<file path="src/verilog/adc_spi_pkg.sv">
/*
 * Shared constants and types for the serial register port of the
 * four-channel current-input converter.
 * Assumes: one 100 MHz system clock; the serial link is sampled by it.
 */
package adc_spi_pkg;

    // ========================================================
    // register offsets
    localparam logic [7:0] ADDR_STATE_CTRL = 8'h00;
    localparam logic [7:0] ADDR_APIGEN = 8'h02;
    localparam logic [7:0] ADDR_CONFIG = 8'h06;
    localparam logic [7:0] ADDR_GAIN0 = 8'h07;
    localparam logic [7:0] ADDR_GAIN1 = 8'h08;
    localparam logic [7:0] ADDR_GAIN2 = 8'h09;
    localparam logic [7:0] ADDR_GAIN3 = 8'h0A;
    localparam logic [7:0] ADDR_CHPD = 8'h0B;
    localparam logic [7:0] ADDR_CHSEQ = 8'h0C;

    // ========================================================
    // values after reset
    localparam logic [7:0] CONFIG_RESET = 8'hA0;
    localparam logic [5:0] GAIN_RESET = 6'h01;
    localparam logic [3:0] CHPD_RESET = 4'h0;
    localparam logic [7:0] CHSEQ_RESET = 8'h1B;
    // arbitrary neutral value, not tied to any real part
    localparam logic [7:0] APIGEN_VALUE = 8'h5A;
    // sync stages reset to idle link: data 0, select high, clock high
    localparam logic [2:0] SYNC_RESET = 3'h3;

    // ========================================================
    // operating state register fields
    localparam int TRACK_BIT = 7;
    localparam int POWER_OFF_BIT = 6;
    localparam logic [2:0] STATE_CODE_NOP = 3'h0;
    localparam logic [2:0] STATE_CODE_CONFIG = 3'h2;
    localparam logic [2:0] STATE_CODE_MEASURE = 3'h3;

    // ========================================================
    // framing
    localparam logic [1:0] LAST_BYTE_CONFIG = 2'h2;
    localparam logic [1:0] LAST_BYTE_MEASURE = 2'h1;
    localparam logic [2:0] LAST_BIT = 3'h7;
    localparam int RESULT_W = 12;
    localparam logic [3:0] RESULT_PAD = 4'h0;

    typedef enum logic {MODE_CONFIG, MODE_MEASURE} mode_t;

endpackage

</file>
<file path="src/verilog/adc_spi_state_register_port.sv">
/*
 * Serial target port of a four-channel converter: register bank,
 * configuration/measurement state machine and result shift-out.
 * Assumes: SCLK well below CLK/4; converter logic on CLK presents the
 * result for RESULT_CHAN on RESULT_DATA.
 */
`timescale 1ns/1ns
module adc_spi_state_register_port (
    input wire logic CLK, // system clock, 100 MHz
    input wire logic NRST, // synchronous reset, active low
    input wire logic SCLK, // serial clock from host, idles high
    input wire logic CHIP_SELECT_LOW, // chip select, active low
    input wire logic SDI, // serial data in
    input wire logic [adc_spi_pkg::RESULT_W-1:0] RESULT_DATA, // result for RESULT_CHAN
    output logic SDO, // serial data out
    output logic SDO_OE, // high while SDO is driven
    output logic MEASURE_STATE, // high in measurement state
    output logic TRACK, // tracking requested, measurement only
    output logic POWER_OFF, // whole-device power down
    output logic LINK_FAILED, // sticky framing failure
    output logic [1:0] RESULT_CHAN, // channel whose result is shifted out
    output logic [7:0] CONFIG_CTRL, // configuration register
    output logic [23:0] GAIN_SELECT, // four 6-bit gain fields, ch0 lowest
    output logic [3:0] CHANNEL_POWERDOWN, // per-channel power down
    output logic [7:0] CHANNEL_SEQUENCE // readout order
);
    import adc_spi_pkg::*;

    // ========================================================
    // state
    typedef struct packed {
        mode_t mode;
        mode_t next_mode;
        logic failed;
        logic sclk_prev;
        logic cs_prev;
        logic [2:0] bit_cnt;
        logic [1:0] byte_idx;
        logic [7:0] shreg;
        logic [7:0] wr_addr;
        logic [7:0] rd_addr;
        logic track;
        logic power_off;
        logic [7:0] config_ctrl;
        logic [3:0][5:0] gain;
        logic [3:0] channel_powerdown;
        logic [7:0] ch_seq;
        logic [1:0] slot;
        logic [1:0] chan;
        logic track_out;
        logic meas_out;
        logic sdo;
        logic sdo_oe;
    } state_t;

    localparam state_t ST_RESET = '{
        mode: MODE_CONFIG, next_mode: MODE_CONFIG, failed: 1'b0,
        sclk_prev: 1'b1, cs_prev: 1'b1, bit_cnt: 3'h0, byte_idx: 2'h0,
        shreg: 8'h00, wr_addr: 8'h00, rd_addr: 8'h00, track: 1'b0,
        power_off: 1'b0, config_ctrl: CONFIG_RESET, gain: {4{GAIN_RESET}},
        channel_powerdown: CHPD_RESET, ch_seq: CHSEQ_RESET, slot: 2'h0, chan: 2'h0,
        track_out: 1'b0, meas_out: 1'b0, sdo: 1'b0, sdo_oe: 1'b0};

    state_t st_q;
    state_t st_d;
    logic [2:0] sync_q;
    logic sclk_s;
    logic cs_s;
    logic sdi_s;
    logic sclk_rise;
    logic sclk_fall;
    logic byte_done;
    logic [7:0] byte_in;
    logic [7:0] tx_byte;

    // ========================================================
    // decoding helpers
    // read mux of the bank; the state register reads as zero
    function automatic logic [7:0] read_reg(input logic [7:0] addr, input state_t s);
        logic [7:0] r;
        r = 8'h00;
        unique case (addr)
            ADDR_APIGEN: r = APIGEN_VALUE;
            ADDR_CONFIG: r = s.config_ctrl;
            ADDR_GAIN0: r = {2'h0, s.gain[0]};
            ADDR_GAIN1: r = {2'h0, s.gain[1]};
            ADDR_GAIN2: r = {2'h0, s.gain[2]};
            ADDR_GAIN3: r = {2'h0, s.gain[3]};
            ADDR_CHPD: r = {4'h0, s.channel_powerdown};
            ADDR_CHSEQ: r = s.ch_seq;
            default: r = 8'h00;
        endcase
        return r;
    endfunction

    // slot 0 takes the top pair of the sequence register
    function automatic logic [1:0] chan_of(input logic [7:0] seq, input logic [1:0] slot);
        logic [2:0] pos;
        pos = {slot, 1'b0};
        return seq[3'h7 - pos -: 2];
    endfunction

    // ========================================================
    // link input synchronisers
    adc_spi_sync2 u_sync (
        .CLK(CLK),
        .NRST(NRST),
        .d({SDI, CHIP_SELECT_LOW, SCLK}),
        .q(sync_q)
    );

    assign sclk_s = sync_q[0];
    assign cs_s = sync_q[1];
    assign sdi_s = sync_q[2];

    // edge detect
    // edges are found on the synchronised clock, so SCLK must stay slow
    assign sclk_rise = sclk_s && !st_q.sclk_prev;
    assign sclk_fall = !sclk_s && st_q.sclk_prev;
    assign byte_done = sclk_rise && !cs_s && !st_q.failed && st_q.bit_cnt == LAST_BIT;
    assign byte_in = {st_q.shreg[6:0], sdi_s};

    // ========================================================
    // outgoing byte selection
    always_comb begin
        tx_byte = 8'h00;
        if (st_q.failed) begin
            tx_byte = 8'h00;
        end else if (st_q.mode == MODE_CONFIG) begin
            if (st_q.byte_idx == 2'h0) begin
                tx_byte = read_reg(st_q.rd_addr, st_q);
            end
        end else begin
            if (st_q.byte_idx == 2'h0) begin
                tx_byte = {RESULT_PAD, RESULT_DATA[RESULT_W-1:8]};
            end else begin
                tx_byte = RESULT_DATA[7:0];
            end
        end
    end

    // ========================================================
    // next state
    always_comb begin
        logic last;
        last = 1'b0;
        st_d = st_q;
        st_d.sclk_prev = sclk_s;
        st_d.cs_prev = cs_s;
        st_d.sdo_oe = !cs_s;
        // broken byte
        // a select release mid-byte is fatal until reset; no resync is attempted
        if (cs_s && !st_q.cs_prev && st_q.bit_cnt != 3'h0) begin
            st_d.failed = 1'b1;
            st_d.bit_cnt = 3'h0;
        end
        if (sclk_fall && !cs_s) begin
            st_d.sdo = tx_byte[LAST_BIT - st_q.bit_cnt];
        end
        if (sclk_rise && !cs_s && !st_q.failed) begin
            st_d.shreg = byte_in;
            st_d.bit_cnt = st_q.bit_cnt + 3'h1;
        end
        if (byte_done) begin
            last = st_q.byte_idx ==
                (st_q.mode == MODE_CONFIG ? LAST_BYTE_CONFIG : LAST_BYTE_MEASURE);
            unique case (st_q.byte_idx)
                2'h0: st_d.wr_addr = byte_in;
                2'h1: begin
                    if (st_q.wr_addr == ADDR_STATE_CTRL) begin
                        st_d.track = byte_in[TRACK_BIT];
                        st_d.power_off = byte_in[POWER_OFF_BIT];
                        if (byte_in[2:0] == STATE_CODE_CONFIG) begin
                            st_d.next_mode = MODE_CONFIG;
                        end else if (byte_in[2:0] == STATE_CODE_MEASURE) begin
                            st_d.next_mode = MODE_MEASURE;
                        end
                    end else if (st_q.mode == MODE_CONFIG) begin
                        unique case (st_q.wr_addr)
                            ADDR_CONFIG: st_d.config_ctrl = byte_in;
                            ADDR_GAIN0: st_d.gain[0] = byte_in[5:0];
                            ADDR_GAIN1: st_d.gain[1] = byte_in[5:0];
                            ADDR_GAIN2: st_d.gain[2] = byte_in[5:0];
                            ADDR_GAIN3: st_d.gain[3] = byte_in[5:0];
                            ADDR_CHPD: st_d.channel_powerdown = byte_in[3:0];
                            ADDR_CHSEQ: st_d.ch_seq = byte_in;
                            default: st_d.ch_seq = st_q.ch_seq;
                        endcase
                    end
                end
                2'h2: st_d.rd_addr = byte_in;
                2'h3: st_d.rd_addr = st_q.rd_addr;
            endcase
            st_d.byte_idx = last ? 2'h0 : st_q.byte_idx + 2'h1;
            if (last) begin
                if (st_q.mode == MODE_MEASURE) begin
                    st_d.slot = st_d.track ? 2'h0 : st_q.slot + 2'h1;
                end
                if (st_q.mode == MODE_MEASURE && st_d.next_mode == MODE_CONFIG) begin
                    st_d.config_ctrl = CONFIG_RESET;
                    st_d.gain = {4{GAIN_RESET}};
                    st_d.channel_powerdown = CHPD_RESET;
                    st_d.ch_seq = CHSEQ_RESET;
                end
                if (st_q.mode == MODE_CONFIG) begin
                    st_d.slot = 2'h0;
                end
                // mode changes only at cycle end
                st_d.mode = st_d.next_mode;
            end
        end
        st_d.chan = chan_of(st_d.ch_seq, st_d.slot);
        st_d.track_out = st_d.track && st_d.mode == MODE_MEASURE;
        st_d.meas_out = st_d.mode == MODE_MEASURE;
    end

    // ========================================================
    // registers
    always_ff @(posedge CLK) begin
        if (!NRST) begin
            st_q <= ST_RESET;
        end else begin
            st_q <= st_d;
        end
    end

    // all outputs are direct flop copies
    assign SDO = st_q.sdo;
    assign SDO_OE = st_q.sdo_oe;
    assign MEASURE_STATE = st_q.meas_out;
    assign TRACK = st_q.track_out;
    assign POWER_OFF = st_q.power_off;
    assign LINK_FAILED = st_q.failed;
    assign RESULT_CHAN = st_q.chan;
    assign CONFIG_CTRL = st_q.config_ctrl;
    assign GAIN_SELECT = st_q.gain;
    assign CHANNEL_POWERDOWN = st_q.channel_powerdown;
    assign CHANNEL_SEQUENCE = st_q.ch_seq;

    // ========================================================
    // checks
    property p_msb_first;
        @(posedge CLK) disable iff (!NRST)
        (sclk_fall && !cs_s && !st_q.failed && st_q.bit_cnt == 3'h0)
            |=> (SDO == $past(tx_byte[7]));
    endproperty
    a_msb_first: assert property (p_msb_first) else $error("first bit out is not bit 7");

    property p_mid_byte_fail;
        @(posedge CLK) disable iff (!NRST)
        (cs_s && !st_q.cs_prev && st_q.bit_cnt != 3'h0) |=> LINK_FAILED ##1 LINK_FAILED;
    endproperty
    a_mid_byte_fail: assert property (p_mid_byte_fail) else $error("broken byte not failed");

    property p_gap_keeps_pos;
        @(posedge CLK) disable iff (!NRST)
        (cs_s && !st_q.cs_prev && st_q.bit_cnt == 3'h0) |=> $stable(st_q.byte_idx);
    endproperty
    a_gap_keeps_pos: assert property (p_gap_keeps_pos) else $error("select gap lost position");

    property p_enter_measure;
        @(posedge CLK) disable iff (!NRST)
        (byte_done && st_q.mode == MODE_CONFIG && st_q.byte_idx == 2'h1
            && st_q.wr_addr == ADDR_STATE_CTRL && byte_in[2:0] == STATE_CODE_MEASURE)
            |=> !MEASURE_STATE ##[1:200] MEASURE_STATE || LINK_FAILED;
    endproperty
    a_enter_measure: assert property (p_enter_measure) else $error("measure code ignored");

    property p_back_to_defaults;
        @(posedge CLK) disable iff (!NRST)
        ($fell(st_q.meas_out) && !st_q.mode)
            |-> CONFIG_CTRL == CONFIG_RESET && CHANNEL_SEQUENCE == CHSEQ_RESET;
    endproperty
    a_back_to_defaults: assert property (p_back_to_defaults) else $error("bank not reset");

    property p_measure_blocks;
        @(posedge CLK) disable iff (!NRST)
        (byte_done && st_q.mode == MODE_MEASURE && st_q.wr_addr != ADDR_STATE_CTRL)
            |=> $stable(CONFIG_CTRL) && $stable(GAIN_SELECT) && $stable(CHANNEL_SEQUENCE);
    endproperty
    a_measure_blocks: assert property (p_measure_blocks) else $error("bank written in measure");

    property p_state_unreadable;
        @(posedge CLK) disable iff (!NRST)
        (st_q.mode == MODE_CONFIG && st_q.byte_idx == 2'h0 && !st_q.failed
            && (st_q.rd_addr == ADDR_STATE_CTRL || st_q.rd_addr > ADDR_CHSEQ))
            |-> tx_byte == 8'h00;
    endproperty
    a_state_unreadable: assert property (p_state_unreadable) else $error("nonzero read");

    property p_seq_reset;
        @(posedge CLK)
        !NRST |=> CHANNEL_SEQUENCE == CHSEQ_RESET && !MEASURE_STATE && !POWER_OFF;
    endproperty
    a_seq_reset: assert property (p_seq_reset) else $error("bad reset values");

    property p_track_only_measure;
        @(posedge CLK) disable iff (!NRST)
        TRACK |-> MEASURE_STATE;
    endproperty
    a_track_only_measure: assert property (p_track_only_measure) else $error("track in config");

    property p_order;
        @(posedge CLK) disable iff (!NRST)
        $rose(MEASURE_STATE) |-> RESULT_CHAN == CHANNEL_SEQUENCE[7:6];
    endproperty
    a_order: assert property (p_order) else $error("channel order wrong");

endmodule

</file>
<file path="src/verilog/adc_spi_sync2.sv">
/*
 * Two-stage synchroniser for the three serial link inputs.
 * Assumes: inputs are asynchronous to CLK; reset is synchronous, low.
 */
`timescale 1ns/1ns
module adc_spi_sync2 (
    input wire logic CLK, // system clock
    input wire logic NRST, // synchronous reset, active low
    input wire logic [2:0] d, // asynchronous inputs
    output logic [2:0] q // synchronised copy
);
    import adc_spi_pkg::*;

    typedef struct packed {
        logic [2:0] s1_q;
        logic [2:0] s2_q;
    } sync_t;

    sync_t st_q;
    sync_t st_d;

    // first stage feeds only the second stage
    always_comb begin
        st_d = st_q;
        st_d.s1_q = d;
        st_d.s2_q = st_q.s1_q;
    end

    // ========================================================
    // registers
    always_ff @(posedge CLK) begin
        if (!NRST) begin
            st_q <= {SYNC_RESET, SYNC_RESET};
        end else begin
            st_q <= st_d;
        end
    end

    assign q = st_q.s2_q;

endmodule
</file>
<file path="config.mk">
export PLATFORM = sky130hd
export DESIGN_NAME = adc_spi_state_register_port
export DESIGN_NICKNAME = d
export VERILOG_FILES = /design/src/verilog/adc_spi_pkg.sv /design/src/verilog/adc_spi_state_register_port.sv /design/src/verilog/adc_spi_sync2.sv
export SDC_FILE = /design/constraint.sdc
export NUM_CORES = 1
export LEC_CHECK = 0
export BUFFER_PORTS_ARGS = -buffer_cell sky130_fd_sc_hd__buf_2
export CORE_ASPECT_RATIO = 1.75
export CORE_MARGIN = 1
export CORE_UTILIZATION = 51
export CTS_CLUSTER_SIZE = 28
export DETAILED_ROUTE_END_ITERATION = 8
export PLACE_DENSITY = 0.83
export SYNTH_ARGS = -nofsm -noshare
export SYNTH_HDL_FRONTEND = slang
export SYNTH_SLANG_ARGS = --single-unit
</file>
<file path="constraint.sdc">
create_clock -name CLK -period 2.6 [get_ports CLK]
set_clock_uncertainty 0.1 [all_clocks]
set_input_delay 0.13 -clock CLK [delete_from_list [all_inputs] [get_ports CLK]]
set_output_delay 0.13 -clock CLK [all_outputs]
set_load 0.005 [all_outputs]
</file>
==> metrics.yaml, run 1 <==
synth_top_cell_by_area: "dfxtp_1"
grt_max_degree: 38
netlist_instances: 544
ant_nets: 0
final_hold_viol_count: 0
avgViaCountPerCell: 5.84
syn-num-nets: 567
ys_seq_elements: 92
synth_area_leaders: "dfxtp_1 40%, mux2i_1 7.9%, buf_4 7.5%"
die_area_mm2: 0.00939
yosys.area.top_type_share: 0.402
antenna_cells: 0
fin_crit_ps: 2440
initial_utilization: 0.526
die_h_um: 127
vias: 4106
track_usage: 0.281
synth.distinct_cells: 57
tritoncts.num_buffers: 9
p_int_mw: 2.08
finalSetupViolations: 0
ir_drop_mv: 0.364
post_synth.cell_area_avg_um2: 8.43
p_sw_frac: 0.209
p_per_area_mw_per_mm2: 510
syn_to_final_growth_pct: 12.3
worstPathRequired_ps: 2760
final_cell_mix: "92 x dfxtp_1, 90 x nand2_1, 68 x buf_2, 48 x nor2_1, 47 x a21oi_1"
worstPathMaxFanout: 11
antenna_found_initial: 0
routedWlPerCell_um: 17.5
yosys_warnings: 0
ys.flop_type: "dfxtp_1"
endpoint_kind: "flop"
synth.yosys.seq_area_share: 0.402
grt_overflow: 0
fin_crit_sh: 0.937
switchingPower_mw: 0.549
async_flop_share: 0
finalNetCount: 606
io_pins: 69
p_leak_nw: 2.09
drt_iter0_markers: 274
synth_area_mm2: 0.00459
finalWirelength_um: 12300
clk_path_buf_depth: 2
port_buffers: 68
drive_above_1_share: 0.227
rsz0062_at_grt: "no"
worst_slew_pin_slew_ps: 573
globalplace.congestion: 1.07
drv_slew: 0
fmax_ghz: 0.410
synth_edf_count: 0
cts_root_buf: "clkbuf_16"
first_global_vias: 4086
hold_ws_ps: 307
p_comb_frac: 0.024
cts_max_level: 3
hold_path_class: "reg -> reg"
die_w_um: 73.7
fillerInstances: 761
cp-start-kind: "flop"
final_common_cell: "dfxtp_1"
path_class: "reg -> reg"
detail_route.first_pass.iterations: 6
cp.arrival_ps: 2600
hpwlAfterDp_um: 9210
core_area_mm2: 0.00873
path_clk_slew_ps: 60
p_clk_frac: 0.436
rows: 45
remaining_drc_errors: 0
status: "finished, final reports clean"
clkSinkCount: 92
post-cts-setup-buffer-count: 0
maxCapViolCount: 0
insertion_delay_ps: 350
p_seq_frac: 0.539
fin_setup_tns_ps: 0
grt_pass1_wl_um: 19800
slew_headroom: 0.617
cts_tree: "built"
registers in the layout (all words and copies together) (netlist names):
register           flops
CHANNEL_POWERDOWN      4
CHANNEL_SEQUENCE       8
CONFIG_CTRL            8
GAIN_SELECT           24
LINK_FAILED            1
MEASURE_STATE          1
POWER_OFF              1
RESULT_CHAN            2
SDO                    1
SDO_OE                 1
TRACK                  1
byte_in                7
st_q                  27
u_sync.q               3
u_sync.st_d            3
worst max-delay path, cell delays in order, from the launching register on:
cell and delay (ps):
dfxtp_1 350, or4b_4 630, or3_4 440, o31a_4 390
nor3b_2 190, nor3b_2 80, o31ai_2 170
area by class of cell:
cell class                 instances  area (um2)  share of cell area
clock buffer                      12         236              0.0459
multi-input combinational        365        2240               0.436
timing repair buffer             104         626               0.121
clock inverter                     2        13.8             0.00267
sequential                        92        1840               0.358
tap                              117         146              0.0284
inverter                          11        41.3             0.00802
stage by stage:
step                      worst slack (ps)  power [mW]  instances  utilization  area [um2]
after floorplan                        190        1.48        544            -        4590
after global placement                 148        1.50        683        0.553        4830
after detailed placement              61.3        1.51        683        0.553        4830
after CTS                             36.2        2.65        703        0.589        5140
after global routing                  29.4        2.71        703        0.590        5150
final                                  163        2.63        703        0.590        5150
synth_stat cells, types with 3 or more instances:
cell	n
nand3_1	23
clkbuf_1	21
nor2_1	48
and2_1	3
inv_1	11
a22o_1	3
nor3_1	5
dfxtp_1	92
nor2b_1	7
o21ai_0	7
mux2i_1	36
nor4b_1	4
a211oi_1	3
a22oi_1	6
mux2_2	8
buf_4	46
nor3b_1	3
a21oi_1	47
nand2_1	90
ha_1	6
and3_1	3
a221oi_1	6
a31oi_1	4
buf_2	6
nand2b_1	12
per-layer routing:
metal,vias to the layer above,part of all wire,GRT usage
li1,1909,-,-
met1,1965,0.37,0.308
met2,179,0.51,0.482
met3,53,0.060,0.0615
met4,0,0.056,0.167
met5,-,0,0
worst paths after layout:
kind / from / end / slack [ps] / depth (start not counted)
worst max-delay path: LINK_FAILED / RESULT_CHAN[1] / 160 / 6
worst min-delay path: u_sync.st_d[1] / u_sync.q[1] / 310 / 1
worst max register to register: LINK_FAILED / RESULT_CHAN[1] / 160 / 6
worst min register to register: u_sync.st_d[1] / u_sync.q[1] / 310 / 1
repair_timing:
item / CTS / global route
setup endpoints to repair: 0 / 2
resized for setup: 0 / 3
hold buffers: 6 / 0
endpoints found under the hold margin: 6 / 0
power by group through the flow:
stage | combinational [mW] | clock (mW) | sequential [mW]
after floorplan | 0.0309 | 0 | 1.45
after global placement | 0.0553 | 0 | 1.45
after detailed placement | 0.0562 | 0 | 1.45
after CTS | 0.0630 | 1.17 | 1.42
after global routing | 0.0685 | 1.22 | 1.42
final | 0.0637 | 1.15 | 1.42
logic make-up (layout without fill, tap and decap cells):
group / count (synthesis) / in the layout / share of synthesized area
muxes: 46 / 46 / 0.108
AOI/OAI and AO/OA: 95 / 95 / 0.134
and+or+nand+nor: 217 / 217 / 0.226
buffers and inverters: 87 / 129 / 0.112
xor gates and xnor gates: 1 / 1 / 0.00191
DFF: 92 / 92 / 0.402
adders and majority gates: 6 / 6 / 0.0164
Power figures use the tool's default switching activity.
==> run 2, diff against run 1 <==
--- a/config.mk
+++ b/config.mk
@@ -5,13 +5,14 @@
 export SDC_FILE = /design/constraint.sdc
 export NUM_CORES = 1
 export LEC_CHECK = 0
+export ABC_AREA = 1
 export BUFFER_PORTS_ARGS = -buffer_cell sky130_fd_sc_hd__buf_2
 export CORE_ASPECT_RATIO = 1.75
 export CORE_MARGIN = 1
-export CORE_UTILIZATION = 51
+export CORE_UTILIZATION = 52
 export CTS_CLUSTER_SIZE = 28
 export DETAILED_ROUTE_END_ITERATION = 8
-export PLACE_DENSITY = 0.83
+export PLACE_DENSITY = 0.84
 export SYNTH_ARGS = -nofsm -noshare
 export SYNTH_HDL_FRONTEND = slang
 export SYNTH_SLANG_ARGS = --single-unit
==> run 2 against run 1 <==
  * Core utilization is 0.71 points lower
  * Highest routed layer unchanged
  * Largest cell class unchanged
  * Cell area is 1.7% higher
  * Non-clock buffer count is 26 lower
==> metrics.yaml, run 2 <==
status: "finished, final reports clean"
grt_pass1_wl_um: 20400  # +2.9%
antenna_cells: 0  # unchanged
worstPathRequired_ps: 2700  # -60 ps
insertion_delay_ps: 340  # about the same
synth_top_cell_by_area: "dfxtp_1"
multi_input_area_mm2: 0.00216  # -3.7%
post-cts-setup-buffer-count: 0  # unchanged
avgViaCountPerCell: 5.46  # -6.4%
finalSetupViolations: 0  # unchanged
synth.yosys.seq_area_share: 0.384  # -0.0175
grt_max_degree: 29  # -24%
dpl.cell_count: 790  # +16%
hold_path_class: "reg -> reg"
finalWirelength_um: 12900  # +4.9%
initial_utilization: 0.534  # +0.00855
cp.arrival_ps: 2440  # -160 ps
worst_slew_pin_slew_ps: 618  # +44.8 ps
cp_cell_sequence: "inv_2, nor2_1, o21ai_2, nor2_4, nand2_1, xor2_1, nor2_1, inv_1, nand3_1, a21oi_1"
io_pins: 69  # unchanged
cp_slowest_stage_delay_ps: 640  # about the same
track_usage: 0.284  # +0.00301
top_register: "st_q"
fin_crit_sh: 0.901  # -0.0358
p_leak_nw: 2.39  # +14%
synth_edf_count: 0  # unchanged
netlist_instances: 661  # +22%
cts_tree: "built"
drive_above_1_share: 0.199  # -0.0284
cp.depth: 10  # +4
final_hold_viol_count: 0  # unchanged
detail_route.first_pass.iterations: 5  # -1
crit_path_top_delay_cell: "dfxtp_1"
cts_root_buf: "clkbuf_16"
port_buffers: 68  # unchanged
slew_headroom: 0.587  # -0.0298
pre_cts_slack_ps: 352  # +291 ps
path_buf_inv: 2  # +2
fin_crit_ps: 2340  # -93.2 ps
hpwlAfterDp_um: 9920  # +7.7%
finalNetCount: 708  # +17%
fillerInstances: 857  # +13%
clk_path_buf_depth: 2  # unchanged
stdcell_area_mm2: 0.00524  # +1.7%
cts_max_level: 3  # unchanged
synth.most_common_cell: "nand2_1"
crit_family: "simple AND/OR/NAND/NOR gates"
path_clk_slew_ps: 60  # about the same
routedWlPerCell_um: 15.9  # -8.9%
synthTopCellsByCount: "109 x nand2_1, 92 x dfxtp_1, 83 x nor2_1, 75 x inv_1, 56 x nand3_1"
maxCapViolCount: 0  # unchanged
ir_drop_mv: 0.358  # -1.6%
p_per_area_mw_per_mm2: 553  # +8.3%
yosys.area.top_type_share: 0.384  # -0.0175
endpoint_kind: "flop"
antenna_found_initial: 0  # unchanged
critical_path.most_common_cell: "nor2_1"
ant_nets: 0  # unchanged
worstPathMaxFanout: 12  # +1
yosys_warnings: 0  # unchanged
cp-start-kind: "flop"
setup_ws_ps: 257  # +93.2 ps
tritoncts.num_buffers: 9  # unchanged
remaining_drc_errors: 0  # unchanged
hold_ws_ps: 313  # +6.51 ps
syn_to_final_growth_pct: 9.16
die_h_um: 129  # +1.2%
globalplace.congestion: 0.956  # -11%
clkSinkCount: 92  # unchanged
async_flop_share: 0  # unchanged
fin_setup_tns_ps: 0  # unchanged
die_w_um: 74.6  # +1.2%
ys.flop_type: "dfxtp_1"
drv_slew: 0  # unchanged
fmax_ghz: 0.427  # +4.0%
final_common_cell: "nand2_1"
final_cell_mix: "109 x nand2_1, 92 x dfxtp_1, 83 x nor2_1, 75 x inv_1, 68 x buf_2"
r2r_cells: 10  # +4
largest_reg_flops: 27  # unchanged
synth_area_mm2: 0.00480  # +4.6%
ys_seq_elements: 92  # unchanged
rsz0062_at_grt: "no"
synth.distinct_cells: 37  # -35%
regArea_mm2: 0.00184  # unchanged
rows: 46  # +2.2%
die_area_mm2: 0.00963  # +2.5%
core_area_mm2: 0.00898  # +2.9%
synth_area_leaders: "dfxtp_1 38%, nand2_1 8.5%, buf_4 7.7%"
placedInstanceArea_mm2: 0.00487  # +0.88%
first_global_vias: 4275  # +4.6%
vias: 4426  # +7.8%
syn-num-nets: 684  # +21%
holdPathStages: 1  # unchanged
path_class: "reg -> reg"
drt_iter0_markers: 253  # -7.7%
grt_overflow: 0  # unchanged
post_synth.cell_area_avg_um2: 7.26  # -14%
final_cells: 810  # +15%
run 2: power by group:
| group | leakage [nW] | switching, mW | internal (mW) |
|---|---|---|---|
| logic | 1.50 | 0.0427 | 0.0247 |
| clock network | 0.151 | 0.541 | 0.866 |
| registers | 0.743 | 0.00371 | 1.42 |
run 2: timing repair:
| item | 4_1_cts | 5_1_grt |
|---|---|---|
| setup endpoints to repair | 0 | 0 |
| endpoints found under the hold margin | 6 | 0 |
| gates resized for setup | 0 | 0 |
| hold buffers | 4 | 0 |
run 2: path summary, 6_finish.rpt:
path	startpoint	to	slack [ps]
worst min register to register	u_sync.st_d[1]	u_sync.q[1]	310
worst max-delay path	MEASURE_STATE	RESULT_CHAN[0]	260
worst min-delay path	u_sync.st_d[1]	u_sync.q[1]	310
worst max register to register	MEASURE_STATE	RESULT_CHAN[0]	260
run 2: routing by layer:
layer	share of wire	wire length [um]	global-route usage
met5	0	0	0
met3	0.044	566	0.0560
met4	0.075	963	0.232
met1	0.37	4730	0.280
met2	0.51	6640	0.496
run 2: layout make-up:
type | instances | share of cell area
clock inverters | 6 | 0.0167
multi-input cells | 417 | 0.413
clock buffers | 10 | 0.0457
inverters | 87 | 0.0631
repair buffers | 78 | 0.0813
well taps | 120 | 0.0287
flip-flops and latches | 92 | 0.352
run 2: kinds of logic after synthesis:
group	count (synthesis)	synth area share
and+or+nand+nor	283	0.272
buffers and inverters	152	0.165
xor gates and xnor gates	1	0.00183
DFF	92	0.384
adders and majority gates	6	0.0157
AOI/OAI and AO/OA	127	0.161
run 2: worst reg2reg max path, stage by stage (launching register included):
cell     delay (ps)
dfxtp_1         640
inv_2           170
nor2_1          310
o21ai_2         120
nor2_4          150
nand2_1         110
xor2_1          150
nor2_1          190
inv_1           100
nand3_1          90
a21oi_1          70
run 2: per-stage QoR:
stage	total power, mW	util
floorplan	1.49	-
global placement	1.51	0.542
detailed placement	1.51	0.542
CTS	2.91	0.583
global route	2.98	0.583
finish	2.89	0.583
